[src/dtec_defs.svh]
/*
  Register offsets, field positions, reset values and clock codes of the
  dual 8-bit timer/event counter.
  Assumes inclusion by bare name; holds definitions only.
*/
`ifndef DTEC_DEFS_SVH
`define DTEC_DEFS_SVH

// Byte addresses on the register bus
`define DTEC_ADDR_CLK_SEL 8'h00
`define DTEC_ADDR_OUT_CTRL 8'h04
`define DTEC_ADDR_OSC_MODE 8'h08
`define DTEC_ADDR_CMP_ONE 8'h0c
`define DTEC_ADDR_CMP_TWO 8'h10
`define DTEC_ADDR_CNT_ONE 8'h14
`define DTEC_ADDR_CNT_TWO 8'h18
`define DTEC_ADDR_STATUS 8'h1c
`define DTEC_ADDR_MASK 8'h20

// Field positions inside the output control register, per channel; clock select field width; oscillation mode bit
`define DTEC_OCTL_ENABLE 0
`define DTEC_OCTL_LEVEL_SET 2
`define DTEC_OCTL_LEVEL_CLR 3
`define DTEC_CH_STRIDE 4
`define DTEC_CLK_FIELD_W 4
`define DTEC_OSC_HALVE_BIT 0

// Reset values
`define DTEC_RST_BYTE 8'h00
`define DTEC_RST_CH 2'h0

// Count clock codes
`define DTEC_CODE_EDGE_FALL 4'h0
`define DTEC_CODE_EDGE_RISE 4'h1
`define DTEC_CODE_INT_FIRST 4'h6
`define DTEC_CODE_INT_LAST 4'hf
`define DTEC_CODE_INT_BIAS 4'h5
`define DTEC_SHIFT_LAST 4'hb

// Oscillator period in ns; the prescaler runs at the bus clock rate
`define DTEC_FX_PERIOD_NS 20
`define DTEC_PRESCALE_W 13

`endif

[src/dtec_pkg.sv]
/*
  Types shared by the timer/event counter modules.
  Assumes nothing beyond a SystemVerilog compiler.
*/
package dtec_pkg;
  typedef logic [7:0] dtec_byte_t;
  typedef enum logic [1:0] {
    DTEC_RESP_OKAY = 2'h0,
    DTEC_RESP_SLVERR = 2'h2
  } dtec_resp_t;
endpackage

[src/dtec_channel.sv]
/*
  One 8-bit timer/event counter channel: count clock selection, counter,
  compare match and square-wave output flip-flop.
  Assumes the event input is synchronous to aclk and the shared prescaler
  is a free-running count at the oscillator rate.
*/
`timescale 1ns/100ps
`include "dtec_defs.svh"

module dtec_channel
  import dtec_pkg::*;
(
  input wire logic aclk,
  input wire logic aresetn,
  input wire logic [3:0] clock_code,
  input wire logic halve,
  input wire logic [`DTEC_PRESCALE_W-1:0] prescale,
  input wire logic event_input,
  input wire dtec_byte_t compare,
  input wire logic out_enable,
  input wire logic level_set,
  input wire logic level_reset,
  output dtec_byte_t count,
  output logic match,
  output logic wave
);
  dtec_byte_t count_reg;
  dtec_byte_t count_next;
  logic match_reg;
  logic match_next;
  logic wave_reg;
  logic wave_next;
  logic ev_prev_reg;
  logic [3:0] shift;
  logic internal;
  logic [`DTEC_PRESCALE_W-1:0] mask;
  logic tick;

  always_comb begin
    shift = 4'h0;
    internal = 1'b0;
    if (clock_code >= `DTEC_CODE_INT_FIRST) begin
      internal = 1'b1;
      shift = (clock_code == `DTEC_CODE_INT_LAST) ? `DTEC_SHIFT_LAST :
        clock_code - `DTEC_CODE_INT_BIAS;
      if (!halve) begin
        shift = shift + 4'h1;
      end
    end
    mask = (`DTEC_PRESCALE_W'(1) << shift) - `DTEC_PRESCALE_W'(1);
    case (clock_code)
      `DTEC_CODE_EDGE_FALL: tick = ev_prev_reg & ~event_input;
      `DTEC_CODE_EDGE_RISE: tick = ~ev_prev_reg & event_input;
      // Prohibited codes leave internal low, so the counter simply holds
      default: tick = internal && ((prescale & mask) == mask);
    endcase
  end

  always_comb begin
    count_next = count_reg;
    match_next = 1'b0;
    wave_next = wave_reg;
    if (tick) begin
      if (count_reg == compare) begin
        count_next = 8'h00;
        match_next = 1'b1;
      end else begin
        count_next = count_reg + 8'h01;
      end
    end
    if (match_next && out_enable) begin
      wave_next = ~wave_reg;
    end
    // Software preset wins over a toggle in the same cycle
    if (level_set) begin
      wave_next = 1'b1;
    end else if (level_reset) begin
      wave_next = 1'b0;
    end
  end

  always_ff @(posedge aclk) begin
    if (!aresetn) begin
      count_reg <= 8'h00;
      match_reg <= 1'b0;
      wave_reg <= 1'b0;
      ev_prev_reg <= 1'b0;
    end else begin
      count_reg <= count_next;
      match_reg <= match_next;
      wave_reg <= wave_next;
      ev_prev_reg <= event_input;
    end
  end

  assign count = count_reg;
  assign match = match_reg;
  assign wave = wave_reg;
endmodule

[src/dtec_top.sv]
/*
  Dual 8-bit timer/event counter with an AXI4-Lite register slave,
  sticky match status, interrupt mask and square-wave outputs.
  Assumes event inputs are synchronous to aclk; aclk is the oscillator.
*/
`timescale 1ns/100ps
`include "dtec_defs.svh"

module dtec_top
  import dtec_pkg::*;
(
  input wire logic aclk,
  input wire logic aresetn,
  input wire logic [7:0] s_axi_awaddr,
  input wire logic s_axi_awvalid,
  output logic s_axi_awready,
  input wire logic [31:0] s_axi_wdata,
  input wire logic [3:0] s_axi_wstrb,
  input wire logic s_axi_wvalid,
  output logic s_axi_wready,
  output logic [1:0] s_axi_bresp,
  output logic s_axi_bvalid,
  input wire logic s_axi_bready,
  input wire logic [7:0] s_axi_araddr,
  input wire logic s_axi_arvalid,
  output logic s_axi_arready,
  output logic [31:0] s_axi_rdata,
  output logic [1:0] s_axi_rresp,
  output logic s_axi_rvalid,
  input wire logic s_axi_rready,
  input wire logic chan_one_event_input,
  input wire logic chan_two_event_input,
  output logic chan_one_wave_output,
  output logic chan_two_wave_output,
  output logic chan_one_match_irq,
  output logic chan_two_match_irq,
  output logic irq
);
  // Bus handshake state
  logic aw_got_reg, aw_got_next;
  logic w_got_reg, w_got_next;
  logic [7:0] wr_addr_reg, wr_addr_next;
  logic [31:0] wr_data_reg, wr_data_next;
  logic wr_strb0_reg, wr_strb0_next;
  logic awready_reg, awready_next;
  logic wready_reg, wready_next;
  logic bvalid_reg, bvalid_next;
  dtec_resp_t bresp_reg, bresp_next;
  logic arready_reg, arready_next;
  logic rvalid_reg, rvalid_next;
  logic [31:0] rdata_reg, rdata_next;
  dtec_resp_t rresp_reg, rresp_next;
  logic do_write;

  // Register file state
  dtec_byte_t timer_clock_select_reg, timer_clock_select_next;
  logic [1:0] out_enable_reg, out_enable_next;
  logic oscillation_mode_reg, oscillation_mode_next;
  dtec_byte_t compare_reg [2];
  dtec_byte_t compare_next [2];
  logic [1:0] status_reg, status_next;
  logic [1:0] mask_reg, mask_next;
  logic [1:0] level_set_reg, level_set_next;
  logic [1:0] level_reset_reg, level_reset_next;
  logic irq_reg;
  logic [1:0] status_clear;

  logic [`DTEC_PRESCALE_W-1:0] prescale_reg;
  dtec_byte_t count [2];
  logic [1:0] match;
  logic [1:0] wave;
  logic [1:0] event_pins;

  function automatic logic addr_known(input logic [7:0] addr);
    case (addr)
      `DTEC_ADDR_CLK_SEL, `DTEC_ADDR_OUT_CTRL, `DTEC_ADDR_OSC_MODE,
      `DTEC_ADDR_CMP_ONE, `DTEC_ADDR_CMP_TWO, `DTEC_ADDR_CNT_ONE,
      `DTEC_ADDR_CNT_TWO, `DTEC_ADDR_STATUS, `DTEC_ADDR_MASK: addr_known = 1'b1;
      default: addr_known = 1'b0;
    endcase
  endfunction

  // Write and read channels of the bus slave
  always_comb begin
    aw_got_next = aw_got_reg;
    w_got_next = w_got_reg;
    wr_addr_next = wr_addr_reg;
    wr_data_next = wr_data_reg;
    wr_strb0_next = wr_strb0_reg;
    bvalid_next = bvalid_reg;
    bresp_next = bresp_reg;
    if (s_axi_awvalid && awready_reg) begin
      aw_got_next = 1'b1;
      wr_addr_next = s_axi_awaddr;
    end
    if (s_axi_wvalid && wready_reg) begin
      w_got_next = 1'b1;
      wr_data_next = s_axi_wdata;
      wr_strb0_next = s_axi_wstrb[0];
    end
    do_write = aw_got_reg && w_got_reg && !bvalid_reg;
    if (bvalid_reg && s_axi_bready) begin
      bvalid_next = 1'b0;
    end
    if (do_write) begin
      aw_got_next = 1'b0;
      w_got_next = 1'b0;
      bvalid_next = 1'b1;
      bresp_next = addr_known(wr_addr_reg) ? DTEC_RESP_OKAY : DTEC_RESP_SLVERR;
    end
    awready_next = !aw_got_next && !bvalid_next;
    wready_next = !w_got_next && !bvalid_next;

    rvalid_next = rvalid_reg;
    rdata_next = rdata_reg;
    rresp_next = rresp_reg;
    if (rvalid_reg && s_axi_rready) begin
      rvalid_next = 1'b0;
    end
    if (s_axi_arvalid && arready_reg) begin
      rvalid_next = 1'b1;
      rresp_next = addr_known(s_axi_araddr) ? DTEC_RESP_OKAY : DTEC_RESP_SLVERR;
      // Set and reset strobe bits always read back as zero
      case (s_axi_araddr)
        `DTEC_ADDR_CLK_SEL: rdata_next = {24'h000000, timer_clock_select_reg};
        `DTEC_ADDR_OUT_CTRL: rdata_next = {27'h0000000, out_enable_reg[1], 3'h0,
          out_enable_reg[0]};
        `DTEC_ADDR_OSC_MODE: rdata_next = {31'h00000000, oscillation_mode_reg};
        `DTEC_ADDR_CMP_ONE: rdata_next = {24'h000000, compare_reg[0]};
        `DTEC_ADDR_CMP_TWO: rdata_next = {24'h000000, compare_reg[1]};
        `DTEC_ADDR_CNT_ONE: rdata_next = {24'h000000, count[0]};
        `DTEC_ADDR_CNT_TWO: rdata_next = {24'h000000, count[1]};
        `DTEC_ADDR_STATUS: rdata_next = {30'h00000000, status_reg};
        `DTEC_ADDR_MASK: rdata_next = {30'h00000000, mask_reg};
        default: rdata_next = 32'h00000000;
      endcase
    end
    arready_next = !rvalid_next;
  end

  always_ff @(posedge aclk) begin
    if (!aresetn) begin
      aw_got_reg <= 1'b0;
      w_got_reg <= 1'b0;
      wr_addr_reg <= 8'h00;
      wr_data_reg <= 32'h00000000;
      wr_strb0_reg <= 1'b0;
      awready_reg <= 1'b0;
      wready_reg <= 1'b0;
      bvalid_reg <= 1'b0;
      bresp_reg <= DTEC_RESP_OKAY;
      arready_reg <= 1'b0;
      rvalid_reg <= 1'b0;
      rdata_reg <= 32'h00000000;
      rresp_reg <= DTEC_RESP_OKAY;
    end else begin
      aw_got_reg <= aw_got_next;
      w_got_reg <= w_got_next;
      wr_addr_reg <= wr_addr_next;
      wr_data_reg <= wr_data_next;
      wr_strb0_reg <= wr_strb0_next;
      awready_reg <= awready_next;
      wready_reg <= wready_next;
      bvalid_reg <= bvalid_next;
      bresp_reg <= bresp_next;
      arready_reg <= arready_next;
      rvalid_reg <= rvalid_next;
      rdata_reg <= rdata_next;
      rresp_reg <= rresp_next;
    end
  end

  // Register file; no register is wider than one byte, so only lane 0 writes
  always_comb begin
    timer_clock_select_next = timer_clock_select_reg;
    out_enable_next = out_enable_reg;
    oscillation_mode_next = oscillation_mode_reg;
    compare_next = compare_reg;
    mask_next = mask_reg;
    level_set_next = `DTEC_RST_CH;
    level_reset_next = `DTEC_RST_CH;
    status_clear = 2'h0;
    if (do_write && wr_strb0_reg) begin
      case (wr_addr_reg)
        `DTEC_ADDR_CLK_SEL: timer_clock_select_next = wr_data_reg[7:0];
        `DTEC_ADDR_OUT_CTRL: begin
          for (int i = 0; i < 2; i++) begin
            out_enable_next[i] = wr_data_reg[i*`DTEC_CH_STRIDE + `DTEC_OCTL_ENABLE];
            level_set_next[i] = wr_data_reg[i*`DTEC_CH_STRIDE + `DTEC_OCTL_LEVEL_SET];
            level_reset_next[i] = wr_data_reg[i*`DTEC_CH_STRIDE + `DTEC_OCTL_LEVEL_CLR];
          end
        end
        `DTEC_ADDR_OSC_MODE: oscillation_mode_next = wr_data_reg[`DTEC_OSC_HALVE_BIT];
        `DTEC_ADDR_CMP_ONE: compare_next[0] = wr_data_reg[7:0];
        `DTEC_ADDR_CMP_TWO: compare_next[1] = wr_data_reg[7:0];
        `DTEC_ADDR_STATUS: status_clear = wr_data_reg[1:0];
        `DTEC_ADDR_MASK: mask_next = wr_data_reg[1:0];
        default: status_clear = 2'h0;
      endcase
    end
    // A match in the clearing cycle survives the clear
    status_next = (status_reg & ~status_clear) | match;
  end

  always_ff @(posedge aclk) begin
    if (!aresetn) begin
      timer_clock_select_reg <= `DTEC_RST_BYTE;
      out_enable_reg <= `DTEC_RST_CH;
      oscillation_mode_reg <= 1'b0;
      compare_reg <= '{`DTEC_RST_BYTE, `DTEC_RST_BYTE};
      status_reg <= `DTEC_RST_CH;
      mask_reg <= `DTEC_RST_CH;
      level_set_reg <= `DTEC_RST_CH;
      level_reset_reg <= `DTEC_RST_CH;
      irq_reg <= 1'b0;
      prescale_reg <= '0;
    end else begin
      timer_clock_select_reg <= timer_clock_select_next;
      out_enable_reg <= out_enable_next;
      oscillation_mode_reg <= oscillation_mode_next;
      compare_reg <= compare_next;
      status_reg <= status_next;
      mask_reg <= mask_next;
      level_set_reg <= level_set_next;
      level_reset_reg <= level_reset_next;
      irq_reg <= |(status_reg & mask_reg);
      prescale_reg <= prescale_reg + `DTEC_PRESCALE_W'(1);
    end
  end

  assign event_pins = {chan_two_event_input, chan_one_event_input};

  // One shared prescaler keeps both channels phase-aligned at equal codes
  for (genvar ch = 0; ch < 2; ch++) begin : g_chan
    dtec_channel u_chan (
      .aclk(aclk),
      .aresetn(aresetn),
      .clock_code(timer_clock_select_reg[ch*`DTEC_CLK_FIELD_W +: `DTEC_CLK_FIELD_W]),
      .halve(oscillation_mode_reg),
      .prescale(prescale_reg),
      .event_input(event_pins[ch]),
      .compare(compare_reg[ch]),
      .out_enable(out_enable_reg[ch]),
      .level_set(level_set_reg[ch]),
      .level_reset(level_reset_reg[ch]),
      .count(count[ch]),
      .match(match[ch]),
      .wave(wave[ch])
    );
  end

  assign s_axi_awready = awready_reg;
  assign s_axi_wready = wready_reg;
  assign s_axi_bvalid = bvalid_reg;
  assign s_axi_bresp = bresp_reg;
  assign s_axi_arready = arready_reg;
  assign s_axi_rvalid = rvalid_reg;
  assign s_axi_rdata = rdata_reg;
  assign s_axi_rresp = rresp_reg;
  assign chan_one_wave_output = wave[0];
  assign chan_two_wave_output = wave[1];
  assign chan_one_match_irq = match[0];
  assign chan_two_match_irq = match[1];
  assign irq = irq_reg;
endmodule

[config.mk]
export PLATFORM = sky130hd
export DESIGN_NAME = dtec_top
export DESIGN_NICKNAME = d
export VERILOG_FILES = /design/src/dtec_pkg.sv /design/src/dtec_channel.sv /design/src/dtec_top.sv
export VERILOG_INCLUDE_DIRS = /design/src
export SDC_FILE = /design/constraint.sdc
export NUM_CORES = 1
export LEC_CHECK = 0
export ABC_AREA = 1
export BUFFER_PORTS_ARGS = -buffer_cell sky130_fd_sc_hd__buf_2
export CORE_ASPECT_RATIO = 1.75
export CORE_UTILIZATION = 30
export CTS_CLUSTER_DIAMETER = 200
export DETAILED_ROUTE_END_ITERATION = 12
export PLACE_DENSITY_LB_ADDON = 0.08
export SLEW_MARGIN = 15
export SYNTH_ARGS = -nofsm -noshare
export SYNTH_HDL_FRONTEND = slang
export SYNTH_HIERARCHICAL = 1
export SYNTH_SLANG_ARGS = --single-unit
[constraint.sdc]
create_clock -name aclk -period 3.5 [get_ports aclk]
set_input_delay 0.7 -clock aclk [delete_from_list [all_inputs] [get_ports aclk]]
set_output_delay 0.7 -clock aclk [all_outputs]
set_load 0.01 [all_outputs]
==> results.md, run 1 <==
| Parameter | This run |
|---|---|
| Run status | completed |
| Total congestion overflow after global routing | 0 |
| Post-place setup slack | -67.8 ps |
| Post-synthesis sequential area ratio | 32.3% |
| Mean area per synthesized cell | 6.89 um2 |
| Via Count | 6123 |
| CTS tree | built |
| Relative slew slack | 52.4% |
| Die Height | 197 um |
| Pin count of the biggest net entering global routing | 52 |
| Fraction of met3 tracks used by global routing | 2.95% |
| Initial core utilization | 30.4% |
| Post-detailed-route count of antenna-violating nets | 0 |
| Die area | 22300 um2 |
| Count of standard-cell rows | 71 |
| Core Region | 21400 um2 |
| Worst Hold Launch | level_set_reg[1] |
| Final design area excluding fillers | 7910 um2 |
| Die X | 113 um |
| Global routing met2 resource utilization | 37.6% |
| CTS Buffer Depth | 2 |
| Worst stage delay on the critical path | 390 ps |
| Library cells used by synthesis | 47 |
| NumNets Final | 1127 |
| Number of clock sinks | 105 |
| Highest Clock Rate | 310 MHz |
| Boundary pin count | 107 |
| GRT busiest layer | met2 |
| Required @ worst endpoint | 3760 ps |
| Met1 Resource Use GR | 17.3% |
| Worst-path fanout max | 7 |
| Starting DRT DRC Count | 212 |
| Router iterations before antenna repair | 4 |
| Static Leakage | 3.46 nW |
| TNS Setup | 0 ps |
| Number of max-cap violations | 0 |
| Tcrit/Tclk final | 92.1% |
| Number of antenna diodes | 0 |
| Peak supply drop | 0.000206 V |
| Final design utilization | 36.9% |
| Global router's overall resource usage | 18.4% |
| Area overhead of the layout relative to synthesis | 21.5% |
| Transition time at the pin with the least slew margin | 713 ps |
| Max H-tree Level | 3 |
| Prevailing post-synth register cell | dfxtp_1 |
| Half-perimeter wire length after detailed placement | 15400 um |
| Routed wire length | 19500 um |
| Post-Synthesis Cell Area | 6510 um2 |
| WL per Instance | 14.5 um |
| Worst setup path startpoint | timer_clock_select_reg[4] |
| Routed via count divided by cell count | 4.55 |
| Hold buffer count at CTS | 0 |
| Post-synth EDFFs | 0 |
| Worst min-delay path class | register to register |
| Worst setup SP type | register |
| Global placer's final weighted congestion | 0.856 |
| Buffer type at the clock tree root | clkbuf_16 |
| DRC violation count after routing | 0 |
| Fin crit period | 3220 ps |
| Crit Reg-Reg Startpoint | timer_clock_select_reg[4] |
| Synthesized instance count | 945 |
| Fin. max-slew vios | 0 |
| # fillers | 2414 |
| Worst Slack Setup Final | 277 ps |
| Synth Register Bits | 105 |
| Setup CP Type | register to register |
| Power per cell area | 314 nW/um2 |
| CTS clock-pin slew for the worst setup and hold paths | 80 ps |
| Global-route wire length before repair | 31100 um |
| Antenna violations before repair | 0 |
| Final setup skew | 11.0 ps |
| Cell mode on critical path | nor2_1 |
| Yosys warns | 6 |
| Slowest stage cell, crit path | dfxtp_4 |
| Layout cells sized above 1 | 22.9% |
| Vias in the first global route | 6041 |
| Finish-stage setup viols | 0 |
| Count of endpoints failing hold in the final timing report | 0 |
| Port Buffer Count | 53 |
| Total placed instance area | 7260 um2 |
| Worst-Skew Late Latency | 360 ps |
| Share of flip-flops with an asynchronous set or reset | 0% |
| Number of buffers added by the clock tree synthesis step | 9 |
| Tightest hold margin | 437 ps |
| Arrival time of the worst setup path | 3480 ps |
| Setup crit end kind | register |
worst paths after layout:
path	end	slack (ps)	cells past startpoint
worst max-delay path	g_chan[1].u_chan/count[5]	280	26
worst min-delay path	g_chan[1].u_chan/wave	440	2
worst max register to register	g_chan[1].u_chan/count[5]	280	26
worst min register to register	g_chan[1].u_chan/wave	440	2
where the power goes:
group	total [W]	switching, W	leakage (nW)	internal, W
clock	0.00102	0.000506	0.137	0.000511
sequential	0.00124	0.0000231	0.856	0.00122
combinational	0.000223	0.000153	2.47	0.0000696
repair_timing:
action | in CTS | in global routing
gates cloned | 0 | 0
pin swaps | 0 | 27
setup endpoints to repair | 7 | 20
gates resized for setup | 3 | 53
setup buffers | 0 | 18
cell type report:
| cell class | count | area, um2 | share of cell area [%] |
|---|---|---|---|
| well taps | 292 | 365 | 4.62 |
| clock buffers | 10 | 239 | 3.02 |
| inverters | 125 | 495 | 6.26 |
| flip-flops and latches | 105 | 2120 | 26.8 |
| repair buffers | 115 | 731 | 9.24 |
| multi-input cells | 695 | 3920 | 49.5 |
| clock inverters | 5 | 45.0 | 0.569 |
cell usage in the layout, fill, tap and decap left out, drive strengths merged, types with 4 or more instances in the layout:
master and n:
nand2 215, nor2 140, inv 123, buf 115, dfxtp 105, nand3 95, a21oi 59, o21ai 44
a211oi 30, conb 26, xor2 20, nor3 16, ha 15, nand4 13, clkbuf 10, clkinv 6
nor4 5, xnor2 4
Yosys cell counts (3+ instances only):
master,count,share of area (%)
ha_1,15,2.9
nand3_1,82,6.3
o21ai_1,4,0.31
a211oi_1,26,3.0
nand3_2,10,1.5
clkinv_1,4,0.23
nor2_4,8,1.4
inv_1,111,6.4
inv_2,6,0.35
buf_4,31,3.6
a21oi_1,57,4.4
xor2_1,20,2.7
nand2_2,19,1.8
nor2_2,8,0.77
o21ai_0,37,2.8
nor3_1,15,1.2
nand3_4,3,0.81
clkbuf_1,11,0.63
nor4_1,4,0.38
inv_4,3,0.29
nand2_1,187,11
nor2_1,123,7.1
dfxtp_1,105,32
a211oi_2,4,0.77
nand4_1,13,1.2
nand2_4,9,1.6
xnor2_1,4,0.54
buf_6,3,0.52
per-layer routing:
metal / share of wire [%] / vias to the layer above
met1: 38 / 2778
li1: - / 3220
met4: 3.5 / 0
met5: 0 / -
met3: 2.0 / 35
met2: 57 / 90
logic make-up after synthesis:
| logic type | after synthesis | synth area share [%] |
|---|---|---|
| other | 1 | 0.0576 |
| buffers and inverters | 170 | 12.1 |
| adders and majority gates | 15 | 2.88 |
| AOI/OAI and AO/OA | 140 | 13.0 |
| xor gates and xnor gates | 24 | 3.23 |
| and+or+nand+nor | 490 | 36.5 |
| DFF | 105 | 32.3 |
worst max-delay path, delay by kind of cell, from the launching register on:
family / cells / cell delay, ps
simple gates: 16 / 1610
fa+ha+maj: 3 / 700
flops: 1 / 390
buf+inv: 5 / 270
compound gates: 2 / 100
per-stage QoR:
| stage | power, W | std cells |
|---|---|---|
| after floorplan | 0.00143 | 970 |
| after global placement | 0.00149 | 1314 |
| after detailed placement | 0.00149 | 1314 |
| after CTS | 0.00252 | 1329 |
| after global routing | 0.00260 | 1347 |
| final | 0.00248 | 1347 |
Note: power is estimated with default switching activity, not from simulation.
==> run 2: changes to the inputs <==
SETUP_SLACK_MARGIN = 0.4   (was not set)
==> run 2 against run 1 <==
Net effect:
- non-clock buffer count is 14 higher
- die area is the same
- critical path depth fell by 2
- sequential share of layout area fell by 1.1 points
- setup slack better by 39 ps
- fmax increased by 1.2%
- total power is 3.5% higher
- global-route usage is essentially flat
- final cell count increased by 1.1%
- largest cell class unchanged
==> results.md, run 2 (synthesized netlist as in run 1, its figures left out) <==
| Parameter | This run |
|---|---|
| Worst-path fanout max | 7 |
| Worst min-delay path class | register to register |
| Arrival time of the worst setup path | 3430 ps |
| Met1 Resource Use GR | 17.8% |
| Worst reg2reg endpoint | g_chan[1].u_chan/count[1] |
| GRT busiest layer | met2 |
| Fin crit period | 3180 ps |
| Buffer type at the clock tree root | clkbuf_16 |
| Port Buffer Count | 53 |
| CTS clock-pin slew for the worst setup and hold paths | 80 ps |
| Count of standard-cell rows | 71 |
| Core Region | 21400 um2 |
| Post-detailed-route count of antenna-violating nets | 0 |
| Crit Reg-Reg Startpoint | timer_clock_select_reg[4] |
| Boundary pin count | 107 |
| Worst Slack Setup Final | 316 ps |
| Area overhead of the layout relative to synthesis | 26.9% |
| Worst-path cell chain | inv_4 -> ha_4 -> inv_4 -> ha_4 -> nor2_4 -> a21oi_2 -> nand2_2 -> inv_2 -> nor2_2 -> nand2_1 -> clkinv_2 -> nand2_4 -> ha_4 -> nand4_1 -> or2_0 -> nand3_1 -> nand2_1 -> nor2_2 -> nand3_4 -> nand2_8 -> clkinv_8 -> buf_4 -> nor2_2 -> a211oi_2 |
| Router iterations before antenna repair | 5 |
| Final setup skew | 15.4 ps |
| Tcrit/Tclk final | 91.0% |
| Worst setup SP type | register |
| Final design utilization | 38.6% |
| Setup crit end kind | register |
| Global placer's final weighted congestion | 0.809 |
| Total congestion overflow after global routing | 0 |
| Fraction of met3 tracks used by global routing | 2.58% |
| Run status | completed |
| Die Height | 197 um |
| Setup CP Type | register to register |
| Antenna violations before repair | 0 |
| Slowest stage cell, crit path | dfxtp_4 |
| Post-place setup slack | 14.2 ps |
| Power per cell area | 311 nW/um2 |
| RSZ-0062 raised after global routing | true |
| FF-to-FF path depth | 24 |
| Number of antenna diodes | 0 |
| Family with the most delay on the worst path | simple AND/OR/NAND/NOR gates |
| Initial core utilization | 30.4% |
| Peak supply drop | 0.000233 V |
| Worst Hold Launch | level_set_reg[0] |
| Worst stage delay on the critical path | 400 ps |
| CTS tree | built |
| CTS Buffer Depth | 2 |
| Number of buffers added by the clock tree synthesis step | 9 |
| Layout cells sized above 1 | 27.1% |
| Register-to-Register Setup Slack | 320 ps |
| Final design area excluding fillers | 8260 um2 |
| Routed wire length | 19800 um |
| Required @ worst endpoint | 3750 ps |
| Pin count of the biggest net entering global routing | 52 |
| Global router's overall resource usage | 18.4% |
| Global routing met2 resource utilization | 37.3% |
| Finish-stage setup viols | 0 |
| Worst-Skew Late Latency | 370 ps |
| Commonest cells after routing, fill and taps aside | 180 x nand2_1, 112 x nor2_1, 103 x inv_1 |
| NumNets Final | 1141 |
| Highest Clock Rate | 314 MHz |
| Vias in the first global route | 6016 |
| Max H-tree Level | 3 |
| Via Count | 6240 |
| WL per Instance | 14.5 um |
| Buffering stage count on the worst path with inverters included | 6 |
| Instance count along the most critical hold path | 2 |
| Global-route wire length before repair | 31100 um |
| Count of endpoints failing hold in the final timing report | 0 |
| DRC violation count after routing | 0 |
| Total placed instance area | 7260 um2 |
| Fin. max-slew vios | 0 |
| Die area | 22300 um2 |
| Most frequent standard cell in the layout excluding fill and tap cells | nand2_1 |
| Half-perimeter wire length after detailed placement | 15400 um |
| WHS Endpoint | g_chan[0].u_chan/wave |
| Starting DRT DRC Count | 296 |
| Number of clock sinks | 105 |
| Routed via count divided by cell count | 4.58 |
| Transition time at the pin with the least slew margin | 683 ps |
| Static Leakage | 3.59 nW |
| Die X | 113 um |
| TNS Setup | 0 ps |
| Number of max-cap violations | 0 |
| Relative slew slack | 54.4% |
[run 2: what timing repair did]
item	in CTS	in global routing
setup endpoints to repair	20	20
resized for setup	38	66
buffers inserted	20	14
hold buffers	0	0
pin swaps	24	33
[run 2: worst register-to-register path: stages (launching register included)]
cell      delay, ps
dfxtp_4         400
inv_4            50
ha_4            280
inv_4            40
ha_4            260
nor2_4           30
a21oi_2         150
nand2_2         110
inv_2            90
nor2_2           30
nand2_1          90
clkinv_2         80
nand2_4          70
ha_4            150
nand4_1         110
or2_0           210
nand3_1          80
nand2_1          60
nor2_2          150
nand3_4         120
nand2_8         130
clkinv_8         90
buf_4           140
nor2_2           90
a211oi_2         50
[run 2: worst max-delay path by stage]
| stage | start | end | slack, ps | depth (start not counted) |
|---|---|---|---|---|
| floorplan | timer_clock_select_reg[4] | g_chan[1].u_chan/count[5] | 400 | 26 |
| global placement | timer_clock_select_reg[1] | g_chan[0].u_chan/count[3] | 20 | 24 |
| detailed placement | timer_clock_select_reg[1] | g_chan[0].u_chan/count[3] | 10 | 24 |
| CTS | timer_clock_select_reg[1] | g_chan[0].u_chan/count[5] | 200 | 24 |
| global route | timer_clock_select_reg[4] | g_chan[1].u_chan/count[5] | 100 | 27 |
| finish | timer_clock_select_reg[4] | g_chan[1].u_chan/count[1] | 320 | 24 |
[run 2: where the power goes]
| part | switching (W) | internal, W |
|---|---|---|
| logic | 0.000158 | 0.0000746 |
| registers | 0.0000237 | 0.00122 |
| clock network | 0.000519 | 0.000575 |
[run 2: through the flow]
step	cells	hold slack [ps]	power, W
after floorplan	970	415	0.00143
after global placement	1312	427	0.00149
after detailed placement	1312	431	0.00149
after CTS	1348	442	0.00260
after global routing	1362	467	0.00269
final	1362	439	0.00257
[run 2: area by class of cell]
| cell class | instances | area [um2] |
|---|---|---|
| clock inverters | 6 | 83.8 |
| inverters | 125 | 507 |
| clock buffers | 10 | 229 |
| flip-flops and latches | 105 | 2120 |
| repair buffers | 129 | 888 |
| fillers | 2287 | 13100 |
| well taps | 292 | 365 |
| multi-input cells | 695 | 4070 |
[run 2: routing by layer]
layer / vias up / share of wire, %
li1: 3260 / -
met1: 2853 / 37
met2: 94 / 58
met3: 33 / 1.9
met4: 0 / 3.0
met5: - / 0
